--- src/core/wdt_defs.svh ---
// Offsets, field positions, reset values and timing counts of the watchdog timer.
`ifndef WDT_DEFS_SVH
`define WDT_DEFS_SVH

// Register frame base and word addresses.
`define WDT_FRAME_BASE 16'h7020
`define WDT_COUNTER_ADDR 16'h7023
`define WDT_KEY_ADDR 16'h7025
`define WDT_CTRL_ADDR 16'h7029
`define WDT_SYSCTL2_ADDR 16'h7019

// Control register fields.
`define WDT_CTRL_FLAG_BIT 7
`define WDT_CTRL_DIS_BIT 6
`define WDT_CTRL_CHK_HI 5
`define WDT_CTRL_CHK_LO 3
`define WDT_CTRL_PS_HI 2
`define WDT_CTRL_PS_LO 0
`define WDT_CHECK_PATTERN 3'h5
`define WDT_CTRL_RESET 8'h00

// Second system control register field.
`define WDT_SYSCTL2_WDEN_BIT 5
`define WDT_SYSCTL2_RESET 8'h00

// Service key values.
`define WDT_KEY_ARM 8'h55
`define WDT_KEY_FIRE 8'haa

// Base clock divider and reset pulse length.
`define WDT_BASE_DIV 512
`define WDT_BASE_DIV_W 9
`define WDT_PRE_W 6
`define WDT_RESET_PULSE 8'h0f

`endif

--- src/core/wdt_pkg.sv ---
// Types shared by the watchdog timer.
`default_nettype none

package wdt_pkg;

    typedef enum logic [2:0]
    {
        WDT_RUN = 3'h1,
        WDT_ARMED = 3'h2,
        WDT_FIRE = 3'h4
    } wdt_state_t;

endpackage : wdt_pkg

`default_nettype wire

--- src/core/wdt_timer.sv ---
// Watchdog timer with service key, check bits and system reset request.
//
// Chosen here: the address map and the strobed register port.
`default_nettype none
`include "wdt_defs.svh"

module wdt_timer
(
    // Clock and reset.
    input wire logic sys_clk,
    input wire logic rst_n,
    // Register port.
    input wire logic [15:0] reg_addr,
    input wire logic [15:0] reg_wdata,
    input wire logic reg_wr,
    input wire logic reg_rd,
    output logic [15:0] reg_rdata,
    // System reset request and status.
    output logic sys_reset_req,
    output logic wd_running
);

    logic [`WDT_BASE_DIV_W-1:0] base_cnt_reg;
    logic [`WDT_PRE_W-1:0] pre_cnt_reg;
    logic [7:0] count_reg;
    logic [7:0] ctrl_reg;
    logic [7:0] sysctl2_reg;
    logic [7:0] pulse_reg;
    logic [7:0] rdata_reg;
    wdt_pkg::wdt_state_t state_reg;
    wdt_pkg::wdt_state_t state_next;

    // Address decode and write strobes; only the low byte is ever used.
    wire logic sel_cnt = reg_addr == `WDT_COUNTER_ADDR;
    wire logic sel_key = reg_addr == `WDT_KEY_ADDR;
    wire logic sel_ctrl = reg_addr == `WDT_CTRL_ADDR;
    wire logic sel_sc2 = reg_addr == `WDT_SYSCTL2_ADDR;
    wire logic wr_key = reg_wr && sel_key;
    wire logic wr_ctrl = reg_wr && sel_ctrl;
    wire logic wr_sc2 = reg_wr && sel_sc2;
    wire logic [7:0] wbyte = reg_wdata[7:0];

    // Disable takes effect only while the system-level permission bit is set.
    wire logic disabled = ctrl_reg[`WDT_CTRL_DIS_BIT]
        && sysctl2_reg[`WDT_SYSCTL2_WDEN_BIT];
    wire logic active = !disabled && state_reg != wdt_pkg::WDT_FIRE;

    // Base tick: device clock divided by 512.
    wire logic base_tick = base_cnt_reg == `WDT_BASE_DIV_W'(`WDT_BASE_DIV - 1);

    // Prescale terminal count per select code.
    wire logic [2:0] ps_sel = ctrl_reg[`WDT_CTRL_PS_HI:`WDT_CTRL_PS_LO];
    logic [`WDT_PRE_W-1:0] pre_top;
    always_comb
    begin
        case (ps_sel)
            3'h0, 3'h1: pre_top = 6'h00;
            3'h2: pre_top = 6'h01;
            3'h3: pre_top = 6'h03;
            3'h4: pre_top = 6'h07;
            3'h5: pre_top = 6'h0f;
            3'h6: pre_top = 6'h1f;
            default: pre_top = 6'h3f;
        endcase
    end
    wire logic wd_tick = base_tick && pre_cnt_reg >= pre_top;

    // Key sequencing and fault causes.
    wire logic key_arm = wr_key && wbyte == `WDT_KEY_ARM;
    wire logic key_fire = wr_key && wbyte == `WDT_KEY_FIRE
        && state_reg == wdt_pkg::WDT_ARMED;
    wire logic key_bad = wr_key && !key_arm && !key_fire;
    wire logic chk_bad = wr_ctrl
        && wbyte[`WDT_CTRL_CHK_HI:`WDT_CTRL_CHK_LO] != `WDT_CHECK_PATTERN;
    wire logic overflow = active && wd_tick && count_reg == 8'hff;
    wire logic fault = key_bad || chk_bad || overflow;

    always_comb
    begin
        state_next = state_reg;
        case (state_reg)
            wdt_pkg::WDT_RUN:
            begin
                if (fault)
                    state_next = wdt_pkg::WDT_FIRE;
                else if (key_arm)
                    state_next = wdt_pkg::WDT_ARMED;
            end
            wdt_pkg::WDT_ARMED:
            begin
                if (fault)
                    state_next = wdt_pkg::WDT_FIRE;
                else if (key_fire)
                    state_next = wdt_pkg::WDT_RUN;
            end
            wdt_pkg::WDT_FIRE:
            begin
                if (pulse_reg == 8'h00)
                    state_next = wdt_pkg::WDT_RUN;
            end
            default: state_next = wdt_pkg::WDT_RUN;
        endcase
    end

    // Read mux; the flag bit shows that the last reset came from this block.
    logic [7:0] rmux;
    always_comb
    begin
        rmux = 8'h00;
        if (sel_cnt)
            rmux = count_reg;
        else if (sel_ctrl)
            rmux = ctrl_reg;
        else if (sel_sc2)
            rmux = sysctl2_reg;
    end

    // Prescale and base dividers free-run from reset release.
    always_ff @(posedge sys_clk or negedge rst_n)
    begin
        if (!rst_n)
        begin
            base_cnt_reg <= '0;
            pre_cnt_reg <= '0;
        end
        else
        begin
            base_cnt_reg <= base_cnt_reg + `WDT_BASE_DIV_W'(1);
            if (wd_tick)
                pre_cnt_reg <= '0;
            else if (base_tick)
                pre_cnt_reg <= pre_cnt_reg + 6'h01;
        end
    end

    // Watchdog counter: clear wins over increment.
    always_ff @(posedge sys_clk or negedge rst_n)
    begin
        if (!rst_n)
            count_reg <= 8'h00;
        else if (key_fire || state_reg == wdt_pkg::WDT_FIRE)
            count_reg <= 8'h00;
        else if (active && wd_tick)
            count_reg <= count_reg + 8'h01;
    end

    // Control registers; a reset from this block also restores fastest rate.
    always_ff @(posedge sys_clk or negedge rst_n)
    begin
        if (!rst_n)
        begin
            ctrl_reg <= `WDT_CTRL_RESET;
            sysctl2_reg <= `WDT_SYSCTL2_RESET;
        end
        else if (fault)
            ctrl_reg <= 8'h80 | `WDT_CTRL_RESET;
        else
        begin
            if (wr_ctrl)
                ctrl_reg <= {ctrl_reg[7] & ~wbyte[7], wbyte[6:0]};
            if (wr_sc2)
                sysctl2_reg <= wbyte;
        end
    end

    // Reset request pulse and status outputs.
    always_ff @(posedge sys_clk or negedge rst_n)
    begin
        if (!rst_n)
        begin
            state_reg <= wdt_pkg::WDT_RUN;
            pulse_reg <= 8'h00;
            sys_reset_req <= 1'b0;
            wd_running <= 1'b0;
            rdata_reg <= 8'h00;
        end
        else
        begin
            state_reg <= state_next;
            if (fault && state_reg != wdt_pkg::WDT_FIRE)
                pulse_reg <= `WDT_RESET_PULSE;
            else if (pulse_reg != 8'h00)
                pulse_reg <= pulse_reg - 8'h01;
            sys_reset_req <= state_next == wdt_pkg::WDT_FIRE;
            wd_running <= !disabled;
            rdata_reg <= reg_rd ? rmux : 8'h00;
        end
    end

    assign reg_rdata = {8'h00, rdata_reg};

endmodule : wdt_timer

`default_nettype wire

--- config.mk ---
export PLATFORM = sky130hd
export DESIGN_NAME = wdt_timer
export DESIGN_NICKNAME = d
export VERILOG_FILES = /design/src/core/wdt_pkg.sv /design/src/core/wdt_timer.sv
export VERILOG_INCLUDE_DIRS = /design/src /design/src/core
export SDC_FILE = /design/constraint.sdc
export NUM_CORES = 1
export LEC_CHECK = 0
export BUFFER_PORTS_ARGS = -buffer_cell sky130_fd_sc_hd__buf_2
export CAP_MARGIN = 5
export CELL_PAD_IN_SITES_DETAIL_PLACEMENT = 2
export CELL_PAD_IN_SITES_GLOBAL_PLACEMENT = 2
export CORE_ASPECT_RATIO = 0.7
export CORE_UTILIZATION = 36
export DETAILED_ROUTE_END_ITERATION = 8
export PLACE_DENSITY_LB_ADDON = 0.1
export SYNTH_ARGS = -nofsm -noshare
export SYNTH_HDL_FRONTEND = slang
export SYNTH_SLANG_ARGS = --single-unit
--- constraint.sdc ---
create_clock -name sys_clk -period 3 [get_ports sys_clk]
set_clock_uncertainty 0.15 [all_clocks]
set_input_delay 0.9 -clock sys_clk [delete_from_list [all_inputs] [get_ports sys_clk]]
set_output_delay 0.9 -clock sys_clk [all_outputs]
set_load 0.01 [all_outputs]
---- After elaboration in Yosys (flattened, before gate mapping) ----
Cells that the tools add are included.
operators by class
  $add $sub $neg .......................... 4
  magnitude comparators ................... 1
  eq/ne operators ......................... 20
  multiplexer cells ....................... 19
  bitwise logic cells ..................... 3
  reduce and logical (&&, ||, !) cells .... 30
operators with widths
  kind                    number
  $mux W8                 10
  $eq A16 B15 Y1 const B  4
  $pmux W6 S6             1
  $eq A8 B8 Y1 const B    2
  $eq A3 B3 Y1 const B    5
  $logic_and A1 B1 Y1     15
  $mux W3                 5
  $mux W6                 2
  $add A9 B1 Y9 const B   1
  $eq A3 B2 Y1 const B    3
  $eq A9 B9 Y1 const B    1
  $pmux W3 S3             1
  $add A8 B1 Y8 const B   1
  $eq A8 B7 Y1 const B    1
  $logic_not A8 Y1        1
  $reduce_bool A2 Y1      4
  $reduce_bool A8 Y1      1
  $sub A8 B1 Y8 const B   1
  $add A6 B1 Y6 const B   1
  $eq A3 B1 Y1 const B    2
  $ge A6 B6 Y1            1
  $ne A3 B3 Y1 const B    2
  $logic_not A1 Y1        3
  $logic_not A3 Y1        1
  5 further kinds         8
storage, ports and cells
  bits in registers ....................... 60
  input port bits ......................... 36
  output and inout bits ................... 18
  word-level logic and storage cells ...... 87

---- Depth between registers and ports, before layout ----
  word-level depth ........................ 11
  depth in mapped cells ................... 10
  gate-level depth less buffers ........... 9

---- Worst setup path before layout ----
Ideal clock, no wire load.
  path type ............................... input -> register
  from .................................... in reg_addr[9]
  to ...................................... reg sysctl2_reg[0]
  setup time .............................. 0.125 ns
  arrival ................................. 2.573 ns
  data required time ...................... 2.725 ns
  path slack .............................. 0.152 ns
  stages .................................. 5
  path buffers ............................ 1
  cells stage by stage .................... or4_4 -> nor4b_4 -> o2111a_1 -> buf_6 -> mux2_4
between the ends
  cells in the longest elaborated chain, start to end .. 10
  elaborated cells between the ends (all ways) .. 18
  classes of those cells .................. eq/ne (3); bitwise (1); reduce/logical (14)
ends and longest elaborated chain
  what                                                     RTL line                          source
  from (decl)                                              wdt_timer.sv:13                   input wire logic [15:0] reg_addr,
  $eq A16 B15 Y1 (no source line)                          -
  $logic_and A1 B1 Y1                                      wdt_timer.sv:38                   wire logic wr_key = reg_wr && sel_key;
  $logic_and A1 B1 Y1 (no source line)                     -
  $logic_not A1 Y1 or $logic_and A1 B1 Y1 (tied branches)  wdt_timer.sv:72, wdt_timer.sv:70
  $logic_and A1 B1 Y1 or $logic_not A1 Y1 (tied branches)  wdt_timer.sv:72                   wire logic key_bad = wr_key && !key_arm && !key_fire;
  $logic_and A1 B1 Y1                                      wdt_timer.sv:72
  $logic_or A1 B1 Y1 (2 in a row)                          wdt_timer.sv:76                   wire logic fault = key_bad || chk_bad || overflow;
  $not A1 Y1 (no source line)                              -
  $reduce_and A2 Y1 (no source line) (*)                   -
  to (signal assigned)                                     wdt_timer.sv:153                  sysctl2_reg <= `WDT_SYSCTL2_RESET;
  to (signal assigned)                                     wdt_timer.sv:162                  sysctl2_reg <= wbyte;
  to (decl)                                                wdt_timer.sv:27                   logic [7:0] sysctl2_reg;
Every way passes the cells marked *; elsewhere a longest branch is shown, timed or not.
A chain may end at the register's enable or synchronous reset.

---- Worst setup path after layout ----
  from .................................... reg base_cnt_reg[3]
  to ...................................... reg count_reg[5]
between the ends
  cells in the longest elaborated chain, start to end .. 4
ends and longest elaborated chain
  what                                 RTL line          source
  from (decl)                          wdt_timer.sv:23   logic [`WDT_BASE_DIV_W-1:0] base_cnt_reg;
  from (signal assigned)               wdt_timer.sv:128  base_cnt_reg <= base_cnt_reg + `WDT_BASE_DIV_W'(1);
  $eq A9 B9 Y1                         wdt_timer.sv:49   wire logic base_tick = base_cnt_reg == `WDT_BASE_DIV_W'(`WDT_BASE_DIV - 1);
  $logic_and A1 B1 Y1                  wdt_timer.sv:66   wire logic wd_tick = base_tick && pre_cnt_reg >= pre_top;
  $logic_and A1 B1 Y1                  wdt_timer.sv:143  else if (active && wd_tick)
  $reduce_bool A2 Y1 (no source line)  -
  to (signal assigned)                 wdt_timer.sv:144  count_reg <= count_reg + 8'h01;
  to (decl)                            wdt_timer.sv:25   logic [7:0] count_reg;
No other way between the ends.

==> flow_summary.yaml <==
detailed_routing:
  drc: 0
  wl_met2_um: 4210
  first_pass_iters: 4
  wl_um: 9170
  detail_route.iter0.violations: 110
  final_antenna_net_count: 0
  wl_met1_um: 4440
  vias_per_cell: 5.31
  vias: 2576
  wire_per_inst_um: 18.9
  top_layer_used: "met4"
  wl_met3_um: 415
synth:
  synth_cells: 301
  synth.distinct_cells: 62
  syn_avg_cell_area_um2: 10.7
  synth_area_leaders: "dfrtp_1, ha_1, mux2_4"
  synth-edff-count: 0
  yosysMostFrequentCell: "dfrtp_1"
  synthTopCellsByCount: "dfrtp_1, a21oi_1, nor2_1"
  ys_seq_area_frac: 0.466
  synth_area_leader_cell: "dfrtp_1"
  ys.flop_type: "dfrtp_1"
  syn-cell-area_mm2: 0.00323
  yosysWarningCount: 0
  ys_async_sr_fraction: 1.00
  synth_seq_cells: 60
  synth_top_area_frac: 0.458
clock_network:
  path_clk_slew_ps: 50
  numCtsBuffers: 9
  cts_tree: "built"
  cts_root_buffer: "clkbuf_16"
  cts_max_path_buffers: 2
  cts_htree_levels: 3
  clock_latency_ps: 330
  clock_sinks: 60
critical_path:
  cp_max_fo: 17
  cp-startpoint: "base_cnt_reg[3]"
  timing.rr.start: "base_cnt_reg[3]"
  startpoint_type: "flip-flop"
  crit_path_end_kind: "flip-flop"
  r2r_slack_ps: 230
  crit_type: "flip-flop to flip-flop"
  setup.worst_path.end: "count_reg[5]"
  cp.required_ps: 3100
  reg2regPathDepth: 9
  crit_arrival_ps: 2870
  r2r-end: "count_reg[5]"
sta:
  fin_ws_ps: 231
  fin_crit_ps: 2770
  setup_viol: 0
  worst_pin_slew_ps: 555
  fin_tns_setup_ps: 0
  holdWs_ps: 332
  slew_viol_final: 0
  finalCritPeriodShare: 0.923
  fmax_ghz: 0.361
  grt_setup_unrepaired: "no"
  finalHoldViolCount: 0
  slew_headroom: 0.629
outcome:
  status: "completed"
power_and_ir_drop:
  power_density_mw_per_mm2: 479
  swShare: 0.235
  seqPwrFrac: 0.451
  clkPwrFrac: 0.497
  p_comb_frac: 0.052
  fin_total_pwr_uw: 1900
  p_leak_uw: 0.00182
  peakVddDrop_mv: 0.231
  p_switching_uw: 446
  p_int_uw: 1450
finish:
  finish.utilization: 0.462
  largest_reg_flops: 9
  syn2layout_area_growth_pct: 23.0
  num_antenna_cells: 0
  nets: 409
  drive_above_1_share: 0.268
global_route:
  overflow: 0
  grt_pass1_vias: 2782
  antenna_found_initial: 0
  grt_max_degree: 61
  grt_pass1_wl_um: 14700
  groute.usage.overall: 0.215
floorplanning:
  die_w_um: 115
  chipHeight_um: 81.2
  start_util: 0.376
  die_area_mm2: 0.00935
  rows: 28
  core_region_area_mm2: 0.00858
  num_io_pins: 54
hold_path:
  hold_start: "base_cnt_reg[7]"
  hold_class: "flip-flop to flip-flop"
placement:
  numPortBuffers: 37
  hpwl_um: 6720
  dp_slack_ps: -165
  place_congestion: 0.742
run:
  max_cap_violations: 0
## layer usage
metal  vias to the layer above  GRT usage
li1                       1211          -
met1                      1306      0.286
met2                        49      0.345
met3                        10     0.0545
met4                         0     0.0623
met5                         -          0
## power groups by stage
stage	combinational [µW]	clock (µW)	sequential, µW
finish	98.9	944	858
global route	112	995	861
CTS	102	968	858
detailed placement	100	0	872
global placement	98.5	0	869
floorplan	51.5	0	866
## worst min-delay path by stage
stage                           end  cells after the start
floorplan           base_cnt_reg[4]                      1
finish              base_cnt_reg[7]                      1
detailed placement  base_cnt_reg[4]                      1
global route        base_cnt_reg[4]                      1
CTS                 base_cnt_reg[4]                      1
global placement    base_cnt_reg[4]                      1
## per-stage QoR
step	cells	area, µm²
3_3_place_gp	468	3680
5_1_grt	485	3970
4_1_cts	484	3950
3_5_place_dp	468	3680
2_1_floorplan	308	3250
6_report	485	3970
## area by class of cell
cell class                      instances  area [µm²]
Clock buffer                           12         246
Clock inverter                          4        25.0
Fill cell                             910        4610
Inverter                               13        48.8
Multi-Input combinational cell        218        1600
Sequential cell                        60        1500
Tap cell                              120         150
Timing Repair Buffer                   58         393
## layout by cell type (no fill, tap or decap), types with 3 or more instances in the layout
cell type	synthesis	layout
o31ai_1	5	5
buf_12	0	4
xnor2_1	11	11
a21o_1	3	3
clkbuf_16	0	9
nor2b_1	5	5
nand2b_1	6	6
mux2_4	8	8
o21ai_0	10	10
ha_1	13	11
conb_1	1	8
a21boi_0	5	5
nand3_1	15	15
a21oi_1	20	20
xor2_1	3	3
inv_1	13	13
a222oi_1	3	3
nor2_1	16	15
nand2_1	15	15
buf_4	9	17
dfrtp_1	59	59
or4_1	5	5
buf_2	1	37
nor3_1	5	5
a22oi_1	5	5
nor3b_1	3	3
nand4_1	5	5
mux2i_1	7	7
and3_1	5	5
## critical path: stages, from the launching register on
cell	delay, ps
dfrtp_1	390
and3_1	220
nand3_1	140
nor2_2	140
ha_2	210
nand3_1	160
o31a_1	380
buf_4	210
or4_1	520
a21oi_1	170
## repair_timing
action,CTS,global route
setup endpoints to repair,8,3
resized for setup,1,3
buffers inserted,0,1
pin swaps,0,1
hold buffers,0,0
## logic make-up after synthesis
family	synth area share
fa+ha+maj	0.0504
mux	0.0625
other cells	0.00116
buf+inv	0.0481
compound gates	0.137
xor+xnor	0.0380
flops	0.466
simple gates	0.197
Power figures use the tool's default switching activity.
